$ cat config.mk
export PLATFORM = sky130hd
export DESIGN_NAME = spis_core
export DESIGN_NICKNAME = d
export VERILOG_FILES = /design/src/logic/spis_sync.v /design/src/logic/spis_fifo.v /design/src/logic/spis_core.v
export VERILOG_INCLUDE_DIRS = /design/src /design/src/logic
export SDC_FILE = /design/constraint.sdc
export NUM_CORES = 1
export LEC_CHECK = 0
export CAP_MARGIN = 10
export CORE_MARGIN = 2
export CORE_UTILIZATION = 33
export DETAILED_ROUTE_END_ITERATION = 10
export DONT_BUFFER_PORTS = 1
export HOLD_SLACK_MARGIN = 0.05
export PLACE_DENSITY_LB_ADDON = 0.12
export SYNTH_ARGS = -nofsm -noshare
export SYNTH_HDL_FRONTEND = slang
export SYNTH_HIERARCHICAL = 1
export SYNTH_SLANG_ARGS = --single-unit
$ cat constraint.sdc
create_clock -name clk -period 9.7 [get_ports clk]
set_clock_uncertainty 0.15 [all_clocks]
set_input_delay 1.94 -clock clk [delete_from_list [all_inputs] [get_ports clk]]
set_output_delay 1.94 -clock clk [all_outputs]
set_load 0.1 [all_outputs]
$ cat src/logic/spis_map.vh
// spis_map.vh: register offsets, field positions, reset values
// assumes inclusion by spis_core, the monitor and the testbench
`ifndef SPIS_MAP_VH
`define SPIS_MAP_VH

// register byte offsets on the bus
`define SPIS_OFF_STATUS 8'h00
`define SPIS_OFF_RXBYTE 8'h04
`define SPIS_OFF_TXBYTE 8'h08
`define SPIS_OFF_DIV 8'h0C
`define SPIS_OFF_CTL 8'h10

// reset values
`define SPIS_RST_CTL 16'h0000
`define SPIS_RST_DIV 16'h0000
`define SPIS_RST_STATUS 16'h0000

// port_control fields
`define SPIS_CTL_EN 0
`define SPIS_CTL_MASTER 1
`define SPIS_CTL_CPHA 2
`define SPIS_CTL_CPOL 3
`define SPIS_CTL_WOM 4
`define SPIS_CTL_LSB 5
`define SPIS_CTL_TIM 6
`define SPIS_CTL_ZEN 7
`define SPIS_CTL_RXOVW 8
`define SPIS_CTL_OEN 9
`define SPIS_CTL_CON 11
`define SPIS_CTL_RECEIVE_FLUSH_BIT 12
`define SPIS_CTL_TRANSMIT_FLUSH_BIT 13
`define SPIS_CTL_MODLO 14
`define SPIS_CTL_MODHI 15

// baud_divider fields
`define SPIS_DIV_BIT_COUNTER_RESET_ON_ERROR 7
`define SPIS_DIV_WMASK 16'h00BF

// port_status fields
`define SPIS_STA_IRQ 0
`define SPIS_STA_TRANSMIT_UNDERRUN_FLAG 4
`define SPIS_STA_TX 5
`define SPIS_STA_RX 6
`define SPIS_STA_RECEIVE_OVERFLOW_FLAG 7
`define SPIS_STA_RXS 11
`define SPIS_STA_CHIP_SELECT_ERROR_FLAG 12

// serial framing
`define SPIS_BIT_RESET 3'h7
`define SPIS_TOG_LAST 4'hF
`define SPIS_MOD_FULL 2'h3

`endif

$ cat src/logic/spis_sync.v
// spis_sync.v: two-flop synchroniser for a group of pin levels
// assumes level inputs slower than clk; reset value given by parameter
`default_nettype none

module spis_sync #(
    parameter W = 4,
    parameter [W-1:0] RV = {W{1'b0}}
) (
    input wire clk,
    input wire rst_b,
    input wire [W-1:0] pinLvl,
    output wire [W-1:0] syncLvl
);
    reg [W-1:0] stage1_r;
    reg [W-1:0] stage2_r;

    // first stage feeds only the second stage
    always @(posedge clk or negedge rst_b) begin
        if (!rst_b) begin
            stage1_r <= RV;
            stage2_r <= RV;
        end else begin
            stage1_r <= pinLvl;
            stage2_r <= stage1_r;
        end
    end

    assign syncLvl = stage2_r;
endmodule // spis_sync

`default_nettype wire

$ cat src/logic/spis_fifo.v
// spis_fifo.v: four-byte fifo with count, flush and overwrite on full
// assumes push and pop are one-cycle strobes on clk
`default_nettype none

module spis_fifo (
    input wire clk,
    input wire rst_b,
    input wire flush,
    input wire push,
    input wire ovw,
    input wire [7:0] pushData,
    input wire pop,
    output wire [7:0] headData,
    output wire [2:0] count,
    output wire full,
    output wire empty
);
    reg [7:0] mem [0:3];
    reg [1:0] wrPtr_r;
    reg [1:0] rdPtr_r;
    reg [2:0] cnt_r;
    wire doPop = pop && (cnt_r != 3'h0);
    wire doPush = push && (!full || ovw);
    wire dropOld = push && full && ovw;

    // pointers and count; overwrite drops the oldest byte
    always @(posedge clk or negedge rst_b) begin
        if (!rst_b) begin
            wrPtr_r <= 2'h0;
            rdPtr_r <= 2'h0;
            cnt_r <= 3'h0;
        end else if (flush) begin
            wrPtr_r <= 2'h0;
            rdPtr_r <= 2'h0;
            cnt_r <= 3'h0;
        end else begin
            if (doPush)
                wrPtr_r <= wrPtr_r + 2'h1;
            if (doPop || dropOld)
                rdPtr_r <= rdPtr_r + 2'h1;
            if (doPush && !doPop && !full)
                cnt_r <= cnt_r + 3'h1;
            else if (doPop && !doPush)
                cnt_r <= cnt_r - 3'h1;
        end
    end

    // storage
    always @(posedge clk) begin
        if (doPush && !flush)
            mem[wrPtr_r] <= pushData;
    end

    assign headData = (cnt_r == 3'h0) ? 8'h00 : mem[rdPtr_r];
    assign count = cnt_r;
    assign full = (cnt_r == 3'h4);
    assign empty = (cnt_r == 3'h0);
endmodule // spis_fifo

`default_nettype wire

$ cat src/logic/spis_core.v
// spis_core.v: serial port with flags, wire-or drive (miso driven only low, mosi only high) and cs error check
// assumes an ahb-lite master, pins from another clock domain, clk 10 MHz
`include "spis_map.vh"
`default_nettype none

module spis_core (
    input wire clk,
    input wire rst_b,
    input wire hsel,
    input wire [7:0] haddr,
    input wire [1:0] htrans,
    input wire hwrite,
    input wire [2:0] hsize,
    input wire [31:0] hwdata,
    input wire hready,
    output wire hreadyout,
    output wire hresp,
    output wire [31:0] hrdata,
    input wire sclkIn,
    output wire sclkOut,
    output wire sclkOeB,
    input wire csBIn,
    output wire csBOut,
    output wire csBOeB,
    input wire mosiIn,
    output wire mosiOut,
    output wire mosiOeB,
    input wire misoIn,
    output wire misoOut,
    output wire misoOeB,
    output wire irq
);
    localparam [1:0] M_IDLE = 2'h0;
    localparam [1:0] M_RUN = 2'h1;
    localparam [1:0] M_STALL = 2'h2;

    // threshold code to byte count
    function [2:0] thrOf;
        input [1:0] code;
        begin
            thrOf = {1'b0, code} + 3'h1;
        end
    endfunction

    reg [15:0] ctl_r;
    reg [15:0] div_r;
    reg [31:0] hrdata_r;
    reg wrPend_r;
    reg [7:0] wrAddr_r;
    reg transmit_underrun_flag_r, txIrq_r, rxIrq_r, receive_overflow_flag_r, chip_select_error_flag_r;
    reg [1:0] txBytes_r;
    reg [2:0] bitCnt_r;
    reg [7:0] txShift_r;
    reg [7:0] rxShift_r;
    reg [7:0] lastTx_r;
    reg haveData_r;
    reg sclkPrev_r;
    reg csPrev_r;
    reg [1:0] mState_r;
    reg [5:0] divCnt_r;
    reg [3:0] togCnt_r;
    reg [2:0] rxLeft_r;
    reg sclkInt_r;
    reg csOut_r;
    reg [15:0] rdMux;

    wire [3:0] pinS;
    wire sclkS = pinS[3];
    wire csS = pinS[2];
    wire mosiS = pinS[1];
    wire misoS = pinS[0];

    wire en = ctl_r[`SPIS_CTL_EN];
    wire master = ctl_r[`SPIS_CTL_MASTER];
    wire cpha = ctl_r[`SPIS_CTL_CPHA];
    wire cpol = ctl_r[`SPIS_CTL_CPOL];
    wire wire_or_mode = ctl_r[`SPIS_CTL_WOM];
    wire lsb = ctl_r[`SPIS_CTL_LSB];
    wire tim = ctl_r[`SPIS_CTL_TIM];
    wire zen = ctl_r[`SPIS_CTL_ZEN];
    wire con = ctl_r[`SPIS_CTL_CON];
    wire receive_flush_bit = ctl_r[`SPIS_CTL_RECEIVE_FLUSH_BIT];
    wire transmit_flush_bit = ctl_r[`SPIS_CTL_TRANSMIT_FLUSH_BIT];
    wire [1:0] mode = ctl_r[`SPIS_CTL_MODHI:`SPIS_CTL_MODLO];
    wire bit_counter_reset_on_error = div_r[`SPIS_DIV_BIT_COUNTER_RESET_ON_ERROR];

    // bus decode: address phase, read side effects, write data phase
    wire addrPhase = hsel && htrans[1] && hready;
    wire rdTake = addrPhase && !hwrite;
    wire stRead = rdTake && (haddr == `SPIS_OFF_STATUS);
    wire rxRead = rdTake && (haddr == `SPIS_OFF_RXBYTE);
    wire ctlWr = wrPend_r && (wrAddr_r == `SPIS_OFF_CTL);
    wire divWr = wrPend_r && (wrAddr_r == `SPIS_OFF_DIV);
    wire txWr = wrPend_r && (wrAddr_r == `SPIS_OFF_TXBYTE) && !transmit_flush_bit;

    // fifos
    wire [7:0] txHead, rxHead;
    wire [2:0] txCnt, rxCnt;
    wire txFull, txEmpty, rxFull, rxEmpty;
    wire txPop, rxPush;
    wire [7:0] rxByte;

    // serial events shared by master and slave
    wire tick = (divCnt_r == div_r[5:0]);
    wire mRun = (mState_r == M_RUN);
    wire lastTog = mRun && tick && (togCnt_r == `SPIS_TOG_LAST);
    wire moreBytes = tim ? !txEmpty : (rxLeft_r != 3'h0);
    wire startReq = en && master && moreBytes;
    wire stallEnd = (mState_r == M_STALL) && tick && togCnt_r[0];
    wire startByte = ((mState_r == M_IDLE) && startReq) ||
        (lastTog && moreBytes && con) || (stallEnd && moreBytes);
    wire leadM = mRun && tick && (sclkInt_r == cpol);
    wire trailM = mRun && tick && (sclkInt_r != cpol);
    wire csAct = en && !master && !csS;
    wire sclkRise = sclkS && !sclkPrev_r;
    wire sclkFall = !sclkS && sclkPrev_r;
    wire leadS = csAct && (cpol ? sclkFall : sclkRise);
    wire trailS = csAct && (cpol ? sclkRise : sclkFall);
    wire lead = master ? leadM : leadS;
    wire trail = master ? trailM : trailS;
    wire sampleEv = cpha ? trail : lead;
    wire shiftEv = cpha ? lead : trail;
    wire byteDone = en && sampleEv && (bitCnt_r == 3'h0);
    wire csEff = master ? csOut_r : csS;
    wire csRise = csEff && !csPrev_r;
    wire csFall = !csEff && csPrev_r;
    wire loadS = en && !master &&
        (csFall || (shiftEv && bitCnt_r == `SPIS_BIT_RESET));
    wire loadEv = master ? startByte : loadS;
    wire underrunEv = master ? (startByte && txEmpty) :
        (sampleEv && bitCnt_r == `SPIS_BIT_RESET && !haveData_r);
    wire rxBit = master ? misoS : mosiS;
    wire txBit = lsb ? txShift_r[0] : txShift_r[7];
    wire cserrEv = en && csRise && (bitCnt_r != `SPIS_BIT_RESET);

    assign txPop = master ? (startByte && !txEmpty) :
        (byteDone && haveData_r);
    assign rxPush = byteDone && !receive_flush_bit;
    assign rxByte = lsb ? {rxBit, rxShift_r[7:1]} : {rxShift_r[6:0], rxBit};

    // flag set terms
    wire rxWritten = rxPush && (!rxFull || ctl_r[`SPIS_CTL_RXOVW]);
    wire [2:0] rxCntNext = rxFull ? 3'h4 : rxCnt + 3'h1;
    wire setTx = byteDone && tim && !transmit_flush_bit &&
        (txBytes_r == mode);
    wire setRx = rxWritten && !tim &&
        (rxCntNext >= thrOf(mode));
    wire setTxur = en && underrunEv && !transmit_flush_bit;
    wire setRxof = rxPush && rxFull;
    wire clrAll = stRead || !en;
    wire excess = (mode != `SPIS_MOD_FULL) &&
        (rxCnt > thrOf(mode));
    wire anyFlag = transmit_underrun_flag_r | txIrq_r | rxIrq_r | receive_overflow_flag_r | chip_select_error_flag_r;

    spis_sync #(.W(4), .RV(4'h4)) u_sync (
        .clk(clk),
        .rst_b(rst_b),
        .pinLvl({sclkIn, csBIn, mosiIn, misoIn}),
        .syncLvl(pinS)
    );

    spis_fifo u_txFifo (
        .clk(clk),
        .rst_b(rst_b),
        .flush(transmit_flush_bit),
        .push(txWr),
        .ovw(1'b1),
        .pushData(hwdata[7:0]),
        .pop(txPop),
        .headData(txHead),
        .count(txCnt),
        .full(txFull),
        .empty(txEmpty)
    );

    spis_fifo u_rxFifo (
        .clk(clk),
        .rst_b(rst_b),
        .flush(receive_flush_bit),
        .push(rxPush),
        .ovw(ctl_r[`SPIS_CTL_RXOVW]),
        .pushData(rxByte),
        .pop(rxRead),
        .headData(rxHead),
        .count(rxCnt),
        .full(rxFull),
        .empty(rxEmpty)
    );

    // register read view
    always @* begin
        rdMux = 16'h0000;
        case (haddr)
            `SPIS_OFF_STATUS: begin
                rdMux[`SPIS_STA_IRQ] = anyFlag;
                rdMux[3:1] = txCnt;
                rdMux[`SPIS_STA_TRANSMIT_UNDERRUN_FLAG] = transmit_underrun_flag_r;
                rdMux[`SPIS_STA_TX] = txIrq_r;
                rdMux[`SPIS_STA_RX] = rxIrq_r;
                rdMux[`SPIS_STA_RECEIVE_OVERFLOW_FLAG] = receive_overflow_flag_r;
                rdMux[10:8] = rxCnt;
                rdMux[`SPIS_STA_RXS] = excess;
                rdMux[`SPIS_STA_CHIP_SELECT_ERROR_FLAG] = chip_select_error_flag_r;
            end
            `SPIS_OFF_RXBYTE: rdMux = {8'h00, rxHead};
            `SPIS_OFF_DIV: rdMux = div_r;
            `SPIS_OFF_CTL: rdMux = ctl_r;
            default: rdMux = 16'h0000;
        endcase
    end

    // bus slave: read data captured at the address phase edge
    always @(posedge clk or negedge rst_b) begin
        if (!rst_b) begin
            hrdata_r <= 32'h00000000;
            wrPend_r <= 1'b0;
            wrAddr_r <= 8'h00;
        end else begin
            wrPend_r <= addrPhase && hwrite;
            if (addrPhase)
                wrAddr_r <= haddr;
            if (rdTake)
                hrdata_r <= {16'h0000, rdMux};
        end
    end

    // a read behind a pending write waits one cycle
    assign hreadyout = !(wrPend_r && hsel && htrans[1] && !hwrite);
    assign hresp = 1'b0;
    assign hrdata = hrdata_r;

    // software registers
    always @(posedge clk or negedge rst_b) begin
        if (!rst_b) begin
            ctl_r <= `SPIS_RST_CTL;
            div_r <= `SPIS_RST_DIV;
        end else begin
            if (ctlWr)
                ctl_r <= hwdata[15:0];
            if (divWr)
                div_r <= hwdata[15:0] & `SPIS_DIV_WMASK;
        end
    end

    // sticky flags: a set in the clearing cycle wins
    always @(posedge clk or negedge rst_b) begin
        if (!rst_b) begin
            transmit_underrun_flag_r <= 1'b0;
            txIrq_r <= 1'b0;
            rxIrq_r <= 1'b0;
            receive_overflow_flag_r <= 1'b0;
            chip_select_error_flag_r <= 1'b0;
        end else begin
            txIrq_r <= setTx | (txIrq_r & !clrAll & !transmit_flush_bit);
            transmit_underrun_flag_r <= setTxur | (transmit_underrun_flag_r & !clrAll & !transmit_flush_bit);
            rxIrq_r <= setRx | (rxIrq_r & !clrAll & !receive_flush_bit);
            receive_overflow_flag_r <= setRxof | (receive_overflow_flag_r & !clrAll & !receive_flush_bit);
            chip_select_error_flag_r <= cserrEv | (chip_select_error_flag_r & !clrAll);
        end
    end

    // transmitted-byte counter toward the tx threshold
    always @(posedge clk or negedge rst_b) begin
        if (!rst_b)
            txBytes_r <= 2'h0;
        else if (ctlWr || !en)
            txBytes_r <= 2'h0;
        else if (byteDone)
            txBytes_r <= (txBytes_r == mode) ? 2'h0 : txBytes_r + 2'h1;
    end

    // bit counter, shifters and edge history
    always @(posedge clk or negedge rst_b) begin
        if (!rst_b) begin
            bitCnt_r <= `SPIS_BIT_RESET;
            txShift_r <= 8'h00;
            rxShift_r <= 8'h00;
            lastTx_r <= 8'h00;
            haveData_r <= 1'b0;
            sclkPrev_r <= 1'b0;
            csPrev_r <= 1'b1;
        end else begin
            sclkPrev_r <= sclkS;
            csPrev_r <= csEff;
            if (!en || (cserrEv && bit_counter_reset_on_error))
                bitCnt_r <= `SPIS_BIT_RESET;
            else if (sampleEv)
                bitCnt_r <= bitCnt_r - 3'h1;
            if (sampleEv)
                rxShift_r <= rxByte;
            if (loadEv) begin
                // with no byte waiting, load zero when zen is set, else repeat lastTx_r
                txShift_r <= txEmpty ? (zen ? 8'h00 : lastTx_r) : txHead;
                haveData_r <= !txEmpty;
                if (!txEmpty)
                    lastTx_r <= txHead;
            end else if (shiftEv && bitCnt_r != `SPIS_BIT_RESET) begin
                txShift_r <= lsb ? {1'b0, txShift_r[7:1]} :
                    {txShift_r[6:0], 1'b0};
            end
            if (byteDone && !master && !loadEv)
                haveData_r <= 1'b0;
        end
    end

    // master clock generator and byte sequencer
    always @(posedge clk or negedge rst_b) begin
        if (!rst_b) begin
            mState_r <= M_IDLE;
            divCnt_r <= 6'h00;
            togCnt_r <= 4'h0;
            sclkInt_r <= 1'b0;
            csOut_r <= 1'b1;
            rxLeft_r <= 3'h0;
        end else if (!en || !master) begin
            mState_r <= M_IDLE;
            divCnt_r <= 6'h00;
            togCnt_r <= 4'h0;
            sclkInt_r <= cpol;
            csOut_r <= 1'b1;
            rxLeft_r <= 3'h0;
        end else begin
            divCnt_r <= (tick || mState_r == M_IDLE) ? 6'h00 :
                divCnt_r + 6'h01;
            if (rxRead && !tim && mState_r == M_IDLE)
                rxLeft_r <= thrOf(mode);
            else if (startByte && !tim && rxLeft_r != 3'h0)
                rxLeft_r <= rxLeft_r - 3'h1;
            case (mState_r)
                M_IDLE: begin
                    sclkInt_r <= cpol;
                    togCnt_r <= 4'h0;
                    if (startReq) begin
                        mState_r <= M_RUN;
                        csOut_r <= 1'b0;
                    end
                end
                M_RUN: begin
                    if (tick) begin
                        sclkInt_r <= !sclkInt_r;
                        togCnt_r <= togCnt_r + 4'h1;
                    end
                    if (lastTog && !(moreBytes && con)) begin
                        mState_r <= moreBytes ? M_STALL : M_IDLE;
                        csOut_r <= 1'b1;
                    end
                end
                M_STALL: begin
                    if (tick)
                        togCnt_r <= togCnt_r + 4'h1;
                    if (stallEnd) begin
                        togCnt_r <= 4'h0;
                        mState_r <= moreBytes ? M_RUN : M_IDLE;
                        csOut_r <= !moreBytes;
                    end
                end
                default: begin
                    mState_r <= M_IDLE;
                    csOut_r <= 1'b1;
                end
            endcase
        end
    end

    // pin drivers, enables active low
    assign sclkOut = sclkInt_r;
    assign sclkOeB = !(en && master);
    assign csBOut = csOut_r;
    assign csBOeB = !(en && master);
    assign mosiOut = txBit;
    assign mosiOeB = !(en && master && (!wire_or_mode || txBit));
    assign misoOut = txBit;
    assign misoOeB = !(csAct && ctl_r[`SPIS_CTL_OEN] &&
        (!wire_or_mode || !txBit));
    assign irq = anyFlag;
endmodule // spis_core

`default_nettype wire

## Word level (Yosys, flattened, before mapping)

Memories as Yosys holds them, arrays and structs flattened.
Cells that the tools add are included.

- Bits in registers: 124
- RAM bits: 64
- Memories kept: 2

- Add/subtract/negate cells: 14
- Order comparisons: 2
- Equality and inequality tests: 22
- Muxes and demuxes: 72
- Bitwise operators: 19
- Reduce and logical (&&, ||, !) cells: 147

Memory list:

| name | depth | width | read ports | clocked after memory_dff | wr ports | line | text |
|---|---|---|---|---|---|---|---|
| u_rxFifo.mem | 4 | 8 | 1 | 0 | 1 | spis_fifo.v:18 | `reg [7:0] mem [0:3];` |
| u_txFifo.mem | 4 | 8 | 1 | 0 | 1 | spis_fifo.v:18 |  |

Operator list:

| cell | number |
|---|---|
| $logic_and A1 B1 Y1 | 80 |
| $mux W8 | 7 |
| $pmux W13 S4 | 1 |
| $mux W3 | 13 |
| $mux W2 | 16 |
| $logic_not A1 Y1 | 30 |
| $mux W1 | 26 |
| $eq A8 B4 Y1 const B | 3 |
| $reduce_bool A3 Y1 | 7 |
| $eq A8 B5 Y1 const B | 2 |
| $reduce_bool A2 Y1 | 8 |
| $logic_or A1 B1 Y1 | 13 |
| $mux W4 | 3 |
| $mux W6 | 2 |
| $pmux W4 S3 | 1 |
| $sub A3 B1 Y3 const B | 4 |
| $add A2 B1 Y2 const B | 5 |
| $and A1 B1 Y1 | 9 |
| $eq A3 B3 Y1 const B | 3 |
| $logic_not A3 Y1 | 3 |
| $or A1 B1 Y1 | 9 |
| $eq A8 B3 Y1 const B | 1 |
| $logic_not A8 Y1 | 1 |
| $add A3 B1 Y3 const B | 2 |
| other kinds (24) | 27 |

## Logic depth before layout (Yosys ltp)

Gate-level depths: netlist of the first run.

- Word-level depth: 16
- Depth in mapped cells: 16
- Mapped depth without buffers: 15

## Hierarchy

The synthesis of the first run kept the hierarchy.

By module, submodules not included:

| module | times used | cells an instance | area an instance (sq um) | sequential area each (sq um) |
|---|---|---|---|---|
| spis_core | 1 | 548 | 5751.8 | 2558.7 |
| spis_fifo | 2 | 110 | 1734.2 | 1136.1 |
| spis_sync | 1 | 8 | 202.7 | 202.7 |

## Worst setup path after synthesis of the first run

OpenSTA, ideal clock, no wires.

- Path kind: register -> output
- Start point: register ctl_r[5]
- End point: output port mosiOeB
- Arrival: 3.770 ns
- Setup slack: 3.840 ns
- Cell stages (with the launch flop): 5
- Cell sequence: dfrtp_1 > clkbuf_1 > clkbuf_1 > mux2_2 > o21ai_0

- Word-level cells in the longest chain between the ends: 4

RTL lines:

| element | line | text |
|---|---|---|
| from (decl) | spis_core.v:45 | `reg [15:0] ctl_r;` |
| from (signal assigned) | spis_core.v:235 | `` ctl_r <= `SPIS_RST_CTL; `` |
| from (signal assigned) | spis_core.v:239 | `ctl_r <= hwdata[15:0];` |
| $mux W1 | spis_core.v:133 | `wire txBit = lsb ? txShift_r[0] : txShift_r[7];` |
| net misoOut | spis_core.v:29 | `output wire misoOut,` |
| $logic_or A1 B1 Y1 | spis_core.v:371 | `assign mosiOeB = !(en && master && (!wire_or_mode \|\| txBit));` |
| $logic_and A1 B1 Y1 | spis_core.v:371 |  |
| $logic_not A1 Y1 | spis_core.v:371 |  |
| to (decl) | spis_core.v:27 | `output wire mosiOeB,` |

The timed path passes the listed nets, and every way through them passes these cells.

## Final worst setup path of the first run

- Start point: register ctl_r[5]
- End point: output port misoOeB

- Word-level cells in the longest chain between the ends: 5

RTL lines:

| element | line | text |
|---|---|---|
| $mux W1 | spis_core.v:133 |  |
| net misoOut | spis_core.v:29 |  |
| $logic_not A1 Y1 | spis_core.v:374 | `(!wire_or_mode \|\| !txBit));` |
| $logic_or A1 B1 Y1 | spis_core.v:374 |  |
| $logic_and A1 B1 Y1 | spis_core.v:373 | `` assign misoOeB = !(csAct && ctl_r[`SPIS_CTL_OEN] && `` |
| $logic_not A1 Y1 | spis_core.v:373 |  |
| to (decl) | spis_core.v:30 | `output wire misoOeB,` |

The timed path passes the listed nets, and every way through them passes these cells.

==> results of run 1 <==
[critical path, delay by kind of cell (launching register included)]
| kind | cells | cell delay (ns) |
|---|---|---|
| DFF | 1 | 0.91 |
| muxes | 1 | 1.04 |
| and+or+nand+nor | 2 | 0.95 |
[metrics by stage]
stage	total power [uW]	utilization, %	setup slack, ns	instances
6_report	1660	36.9	4.28	1160
2_1_floorplan	975	-	3.84	793
3_3_place_gp	987	34.9	4.64	1128
5_1_grt	1730	36.9	4.11	1160
3_5_place_dp	994	34.9	4.58	1128
4_1_cts	1690	36.9	4.20	1160
[routing by layer]
layer | global-route usage (%) | wire length [um] | vias up | part of all wire (%)
li1 | - | - | 2743 | -
met1 | 19.7 | 9730 | 2985 | 45
met2 | 25.3 | 10900 | 87 | 50
met3 | 3.45 | 891 | 18 | 4.1
met4 | 3.64 | 197 | 0 | 0.91
met5 | 0 | 0 | - | 0
[registers in the layout, indices dropped and copies added, names as in the netlist, 6 cells and up]
register / cells
wrAddr_r: 8
rxShift_r: 8
txShift_r: 8
hrdata: 16
u_rxFifo/mem: 32
ctl_r: 16
u_txFifo/mem: 32
divCnt_r: 6
div_r: 7
lastTx_r: 8
[where the power goes]
| group | total [uW] | switching, uW | internal (uW) |
|---|---|---|---|
| clock network | 683 | 315 | 368 |
| registers | 873 | 23.2 | 850 |
| logic | 103 | 68.2 | 35.1 |
[how the worst max path moves through the flow]
stage | endpoint | cells past startpoint | from | slack (ns)
3_5_place_dp | u_rxFifo/count[2]$_DFFE_PN0P_ | 9 | haddr[7] | 4.58
6_report | misoOeB | 3 | ctl_r[5]$_DFFE_PN0P_ | 4.28
3_3_place_gp | u_rxFifo/count[2]$_DFFE_PN0P_ | 9 | haddr[7] | 4.64
4_1_cts | misoOeB | 3 | ctl_r[5]$_DFFE_PN0P_ | 4.20
5_1_grt | misoOeB | 3 | ctl_r[5]$_DFFE_PN0P_ | 4.11
2_1_floorplan | mosiOeB | 4 | ctl_r[5]$_DFFE_PN0P_ | 3.84
[layout make-up]
class	count	area [sq um]
Fill cell	2708	17600
Inverter	35	131
Clock buffer	19	443
Clock inverter	13	133
Sequential cell	188	5030
Multi-Input combinational cell	521	4060
Tap cell	378	473
Timing Repair Buffer	6	45.0
==> run metrics, run 1 <==
status=finished clean; CP max-delay cell=mux2_2; commonest cells after routing, fill and taps aside=117 x dfrtp_1, 64 x edfxtp_1, 54 x mux2_2; DRT iter0 DRCs=417; final setup vio count=0; most common cell after layout, fill and taps aside=dfrtp_1; GRT Total Usage=15.0%; type of the tightest min-delay check=reg2reg; ANT nets after route=0; H-tree levels=4; Leakage=0.00426 uW; vias per std cell=5.03; Crit Reg-Reg Endpoint=u_rxFifo/mem[1][3]$_DFFE_PP_; cts hold-fix bufs=0; vias=5833; chip height=173 um; fin crit share=55.9%; cell row count=61; crit-path cells=mux2_2, nand2_1, nand3_1; Root Driver=clkbuf_16; Yosys warning count=6; initial antenna violation count=0; Port Buffers=0; Routed wire per std cell=18.7 um; CTS tree=built; clk buf depth=2; synthesized area=0.00942 sq mm; WS Path Type=reg2out; Final Max Tran Viols=0; Initial Util=33.7%; slowest stage delay, CP=1.04 ns; I/O pins=97; post-route cell area=0.0103 sq mm; share of cells above drive strength 1=17.3%; placed inst area=0.00974 sq mm; drt pass-1 iters=5; Min Hold Slack=0.202 ns; WP data arrival=3.33 ns; Num CTS Buffers=17; Worst setup EP type=primary output; Tmin final=5.42 ns; post-CTS resize count=0; R2R depth=9; Worst-Margin Slew=1.12 ns; Hold Path Stages=0; Syn Inst Count=774; Hold Vio Cnt, Final=0; ANT cells=0; Layout area overhead=9.61%; Total Wirelength=21.7 mm; RSZ-0062 raised after global routing=false; Slew HR=25.3%; postcts setup bufs=0; Post-DP HPWL=15.8 mm; CTS sink count=188; area of the core=0.0279 sq mm; GRT Residual Overflow=0; worst endpoint required time=7.61 ns; R2R Setup Slk=5.51 ns; vias in the first global route=6086; Fin Setup TNS=0 ns; Pwr Density=161 mW/mm^2; die area=0.0299 sq mm; Max FO, Critical Path=19; Hold Path Sink=u_sync/syncLvl[1]$_DFF_PN0_; clk slew on worst S/H paths=0.07 ns; Remaining DRCs=0; syn avg cell area=12.2 sq um; GPL Wtd Cong=0.775; Die W=173 um; achievable frequency=184 MHz; R2R Path Start=sclkOut$_DFFE_PN0P_; clock latency on the worst-skew pair=0.44 ns; Worst setup SP type=register; global-route wire length before repair=35.0 mm; Worst VDD drop=114 uV; max cap viols=0; nets=852; Hold Crit Start=u_sync/stage1_r[1]$_DFF_PN0_; largest net degree at the start of global routing=125
No activity file was read; power rests on OpenSTA's default activity.
==> run 2: changes to the inputs <==
- ABC_AREA: not set -> 1
- clock period: 9.7 -> 5 ns (I/O delays scaled with it)
==> run metrics, run 2 <==
status=finished clean (unchanged); Cell variety after synth=54; Main synth FF type=dfrtp_1; Clock Power Share=32.0% (was 41.1%); syn avg cell area=9.10 sq um (was 12.2 sq um); Pwr Density=412 mW/mm^2 (was 161 mW/mm^2); Die W=176 um (was 173 um); clk slew on worst S/H paths=0.08 ns (was 0.07 ns); FILL cells=3020 (was 2708); Initial Util=33.7% (about the same); CTS tree=built (unchanged); Finished Core Util=36.8% (was 36.9%); Non-Filler Instances=1462 (was 1160); post-CTS resize count=0 (unchanged); share of cells above drive strength 1=11.1% (was 17.3%); achievable frequency=252 MHz; GRT Total Usage=16.9% (was 15.0%); vias=7042 (was 5833); Gate power share=24.1% (was 6.2%); clk buf depth=2 (unchanged); worst endpoint required time=3.85 ns (was 7.61 ns); Worst VDD drop=228 uV (was 114 uV); register area=0.00503 sq mm (unchanged); Worst-Margin Slew=1.06 ns (was 1.12 ns); max cap viols=0 (unchanged); I/O pins=97 (unchanged); Root Driver=clkbuf_16 (unchanged); largest net degree at the start of global routing=125 (unchanged); vias per std cell=4.82 (was 5.03); Design Power=4380 uW (was 1660 uW); most common cell after layout, fill and taps aside=nand2_1 (was dfrtp_1); die area=0.0308 sq mm (was 0.0299 sq mm); drt pass-1 iters=5 (unchanged); Fin Setup TNS=0 ns (unchanged); Port Buffers=0 (unchanged); synthesized area=0.00971 sq mm (was 0.00942 sq mm); WS Path Type=reg2out (unchanged); Yosys warning count=6 (unchanged); Pint=2760 uW (was 1250 uW); postcts setup bufs=0 (unchanged); Largest regs=u_rxFifo/mem: 32 flops, u_txFifo/mem: 32 flops (unchanged); Crit Reg-Reg Endpoint=u_txFifo/count[2]$_DFFE_PN0P_ (was u_rxFifo/mem[1][3]$_DFFE_PP_); clock latency on the worst-skew pair=0.44 ns (about the same); Tmin final=3.96 ns; Total Wirelength=25.0 mm (was 21.7 mm); dpl cells=1430 (was 1128); R2R Path Start=u_txFifo/count[2]$_DFFE_PN0P_ (was sclkOut$_DFFE_PN0P_); H-tree levels=4 (unchanged); Worst setup SP type=register (unchanged); part of the Yosys area used for sequential elements=51.8%; chip height=176 um (was 173 um); vias in the first global route=6983 (was 6086); Hold Vio Cnt, Final=0 (unchanged); global-route wire length before repair=40.2 mm (was 35.0 mm); fin crit share=79.2%; Worst setup EP type=primary output (unchanged); Synth area leaders=dfrtp_1 30%, edfxtp_1 20%, nand2_1 7.6%, o21ai_0 5.7%, nor2_1 4.6%; Synth top area share=30.1%; count leader, synth=nand2_1; R2R Setup Slk=1.17 ns (was 5.51 ns); CTS sink count=188 (unchanged); R2R depth=20 (was 9); initial antenna violation count=0 (unchanged); nets=1148 (was 852); cts hold-fix bufs=0 (unchanged); commonest cells after routing, fill and taps aside=196 x nand2_1, 119 x nor2_1, 117 x dfrtp_1 (was 117 x dfrtp_1, 64 x edfxtp_1, 54 x mux2_2); Leakage=0.00462 uW (was 0.00426 uW); GPL Wtd Cong=0.754 (was 0.775); #FFs+latches synth=188; Net Switching=1610 uW (was 407 uW); cell row count=62 (was 61); ANT cells=0 (unchanged); Max FO, Critical Path=23 (was 19); ANT nets after route=0 (unchanged); cell taking the most area after synthesis=dfrtp_1; WP data arrival=2.81 ns (was 3.33 ns); type of the tightest min-delay check=in2async (was reg2reg); GRT Residual Overflow=0 (unchanged); DRT iter0 DRCs=540 (was 417); Routed wire per std cell=17.1 um (was 18.7 um); final setup vio count=0 (unchanged); Slew HR=29.4% (was 25.3%); Layout area overhead=9.43% (was 9.61%); FFs w/ async S/R, synth=66.0%; Num CTS Buffers=17 (unchanged); Final Max Tran Viols=0 (unchanged); RSZ-0062 raised after global routing=false (unchanged); Post-synth top cells=196 x nand2_1, 119 x nor2_1, 117 x dfrtp_1; Remaining DRCs=0 (unchanged); area of the core=0.0289 sq mm (was 0.0279 sq mm); Reg power frac=43.9% (was 52.6%); area taken by multi-input logic gates=0.00398 sq mm (was 0.00406 sq mm); Syn Inst Count=1067 (was 774); Post-synth EDFFs=64; Post-DP HPWL=17.6 mm (was 15.8 mm); Switching Fraction=36.8% (was 24.5%)
run 2: worst max path at each step:
stage / from / endpoint / cells after the start
2_1_floorplan: ctl_r[5]$_DFFE_PN0P_ / mosiOeB / 4
3_3_place_gp: u_txFifo/count[2]$_DFFE_PN0P_ / u_txFifo/count[2]$_DFFE_PN0P_ / 20
3_5_place_dp: u_txFifo/count[2]$_DFFE_PN0P_ / u_txFifo/count[2]$_DFFE_PN0P_ / 20
4_1_cts: ctl_r[5]$_DFFE_PN0P_ / misoOeB / 5
5_1_grt: u_txFifo/count[2]$_DFFE_PN0P_ / u_txFifo/count[2]$_DFFE_PN0P_ / 20
6_report: ctl_r[5]$_DFFE_PN0P_ / misoOeB / 5
run 2: per-stage QoR:
step / setup WS [ns] / area [sq um] / hold WS [ns]
floorplan: 0.0141 / 9780 / 0.181
global placement: 1.18 / 10000 / 0.184
detailed placement: 1.14 / 10000 / 0.185
CTS: 1.02 / 10600 / 0.0691
global route: 0.846 / 10600 / 0.0715
finish: 1.04 / 10600 / 0.104
run 2: kinds of logic after synthesis:
group	Yosys count	synth area share (%)
flip-flops	188	51.8
buffers and inverters	172	8.04
AO/OA/AOI/OAI	188	10.9
other	2	0.0773
adder cells (fa/ha/maj)	29	3.89
multiplexers	8	0.902
AND/OR/NAND/NOR	463	22.8
XOR/XNOR	17	1.53
run 2: area by class of cell:
class,count,share of cell area [%]
clock buffer,17,4.00
clock inverter,15,1.64
inverter,125,4.43
multi-input combinational,724,37.4
sequential,188,47.4
tap,384,4.52
timing repair buffer,9,0.636
run 2: per-layer routing:
metal | GRT usage (%) | part of all wire (%)
met1 | 24.1 | 50
met2 | 26.9 | 46
met3 | 3.03 | 3.2
met4 | 3.96 | 0.98
met5 | 0 | 0
run 2: worst max-delay path, stage by stage (launching register included):
cell and delay, ns:
dfrtp_1 0.80, inv_1 0.43, nand2_1 0.22, o21ai_4 0.07
nand2_1 0.08, nand3_1 0.76
run 2: power by group through the flow:
stage	logic, uW	registers (uW)	clock network [uW]
6_report	1060	1920	1400
5_1_grt	1180	1940	1510
4_1_cts	1070	1920	1440
3_5_place_dp	1070	1950	0
3_3_place_gp	1050	1950	0
2_1_floorplan	855	1940	0
==> run 3: changes to the inputs <==
- clock period: 5 -> 3.8 ns (I/O delays scaled with it)
==> run metrics, run 3 (synthesis results as in run 2) <==
status=finished clean (unchanged); Post-DP HPWL=17.5 mm (was 17.6 mm); register area=0.00503 sq mm (unchanged); post-route setup slack=0.442 ns (was 1.04 ns); Routed wire per std cell=16.6 um (was 17.1 um); postcts setup bufs=0 (unchanged); drt pass-1 iters=5 (unchanged); Layout area overhead=10.9% (was 9.43%); I/O pins=97 (unchanged); Min Hold Slack=0.121 ns (was 0.104 ns); achievable frequency=298 MHz; Slew HR=30.7% (was 29.4%); area taken by multi-input logic gates=0.00398 sq mm (unchanged); Remaining DRCs=0 (unchanged); clk slew on worst S/H paths=0.08 ns (about the same); cell row count=62 (unchanged); Port Buffers=0 (unchanged); Buffers & Inverters on Critical Path=6 (was 1); CTS sink count=188 (unchanged); Total Wirelength=24.5 mm (was 25.0 mm); Worst setup EP type=register (was primary output); post-CTS resize count=0 (unchanged); commonest cells after routing, fill and taps aside=196 x nand2_1, 119 x nor2_1, 117 x dfrtp_1 (unchanged); fin crit share=88.4%; vias=7051 (was 7042); Num CTS Buffers=17 (unchanged); ANT nets after route=0 (unchanged); Die W=176 um (unchanged); crit-path cells=inv_2, nand2_4, clkinv_1, inv_2, o21ai_1, inv_1, nand2_1, o211ai_4, nand2_4, o21ai_1, nand2_4, nand2_4, inv_1, fa_1, xnor2_1, inv_1, nand2_1, nand2_1, nand3_1, nand2_1 (was inv_1, nand2_1, o21ai_4, nand2_1, nand3_1); Final Max Tran Viols=0 (unchanged); largest net degree at the start of global routing=122 (was 125); FILL cells=2978 (was 3020); Hold Vio Cnt, Final=0 (unchanged); Tmin final=3.36 ns; die area=0.0308 sq mm (unchanged); dpl ws=0.443 ns (was 1.14 ns); ANT cells=0 (unchanged); chip height=176 um (unchanged); GRT Residual Overflow=0 (unchanged); clock latency on the worst-skew pair=0.44 ns (about the same); RSZ-0062 raised after global routing=false (unchanged); Worst VDD drop=286 uV (was 228 uV); most common cell after layout, fill and taps aside=nand2_1 (unchanged); Root Driver=clkbuf_16 (unchanged); area of the core=0.0289 sq mm (unchanged); global-route wire length before repair=39.0 mm (was 40.2 mm); WS Path Type=reg2reg (was reg2out); clk buf depth=2 (unchanged); slowest stage delay, CP=0.50 ns (was 0.80 ns); Worst-Margin Slew=1.04 ns (was 1.06 ns); Leakage=0.00469 uW (was 0.00462 uW); WP data arrival=3.53 ns (was 2.81 ns); CTS tree=built (unchanged); Fin Setup TNS=0 ns (unchanged); GPL Wtd Cong=0.755 (was 0.754); initial antenna violation count=0 (unchanged); Largest regs=u_rxFifo/mem: 32 flops, u_txFifo/mem: 32 flops (unchanged); DRT iter0 DRCs=437 (was 540); Worst setup SP type=register (unchanged); Max FO, Critical Path=6 (was 23); Pwr Density=537 mW/mm^2 (was 412 mW/mm^2); H-tree levels=4 (unchanged); GRT Total Usage=16.4% (was 16.9%); worst endpoint required time=3.97 ns (was 3.85 ns); max cap viols=0 (unchanged); Worst path top cell family by delay=simple AND/OR/NAND/NOR gates (unchanged); CP max-delay cell=dfrtp_1 (unchanged); cts hold-fix bufs=2 (was 0); nets=1163 (was 1148); final setup vio count=0 (unchanged); Initial Util=33.7% (unchanged); vias per std cell=4.77 (was 4.82); vias in the first global route=6866 (was 6983); type of the tightest min-delay check=in2async (unchanged); share of cells above drive strength 1=12.3% (was 11.1%)
run 3: cell types whose count changed in the layout (fill, tap and decap cells not counted), sizes merged:
cell	previous run	this run
buf	9	23
clkinvlp	1	3
clkinv	13	12
dlygate4sd3	0	1
inv	125	124
run 3: final cells by class:
| cell class | instances | share of cell area, % |
|---|---|---|
| well taps | 384 | 4.46 |
| clock inverters | 15 | 1.66 |
| clock buffers | 17 | 3.95 |
| multi-input cells | 724 | 36.9 |
| inverters | 125 | 4.37 |
| flip-flops and latches | 188 | 46.7 |
| repair buffers | 24 | 1.88 |
run 3: per-layer routing:
layer | vias up | track usage [%] | share of wire [%]
li1 | 3557 | - | -
met1 | 3364 | 23.0 | 49
met2 | 120 | 26.5 | 47
met3 | 10 | 2.94 | 3.5
met4 | 0 | 3.96 | 0.82
met5 | - | 0 | 0
run 3: final timing paths:
kind | cells past startpoint | startpoint | slack (ns) | endpoint
worst max-delay path | 20 | u_txFifo/count[2]$_DFFE_PN0P_ | 0.44 | u_txFifo/count[2]$_DFFE_PN0P_
max in group asynchronous | 1 | rst_b | 2.64 | bitCnt_r[1]$_DFFE_PN1P_
worst max register to register | 20 | u_txFifo/count[2]$_DFFE_PN0P_ | 0.44 | u_txFifo/count[2]$_DFFE_PN0P_
min in group clk | 0 | csBIn | 0.16 | u_sync/stage1_r[2]$_DFF_PN1_
worst min register to register | 0 | u_sync/stage1_r[3]$_DFF_PN0_ | 0.20 | u_sync/syncLvl[3]$_DFF_PN0_
worst min-delay path | 1 | rst_b | 0.12 | u_txFifo/wrPtr_r[0]$_DFFE_PN0P_
run 3: where the power goes:
| part | internal, uW | total, uW | leakage [uW] | switching (uW) |
|---|---|---|---|---|
| registers | 2320 | 2520 | 0.00212 | 199 |
| logic | 386 | 1440 | 0.00229 | 1050 |
| clock network | 945 | 1820 | 0.000287 | 879 |
run 3: stage by stage:
step | cells | instance area [sq um] | utilization [%] | power [uW]
global route | 1477 | 10800 | 37.3 | 6120
global placement | 1443 | 10100 | 35.1 | 3970
detailed placement | 1443 | 10100 | 35.1 | 3980
CTS | 1477 | 10800 | 37.3 | 5860
finish | 1477 | 10800 | 37.3 | 5780
floorplan | 1084 | 9780 | - | 3680
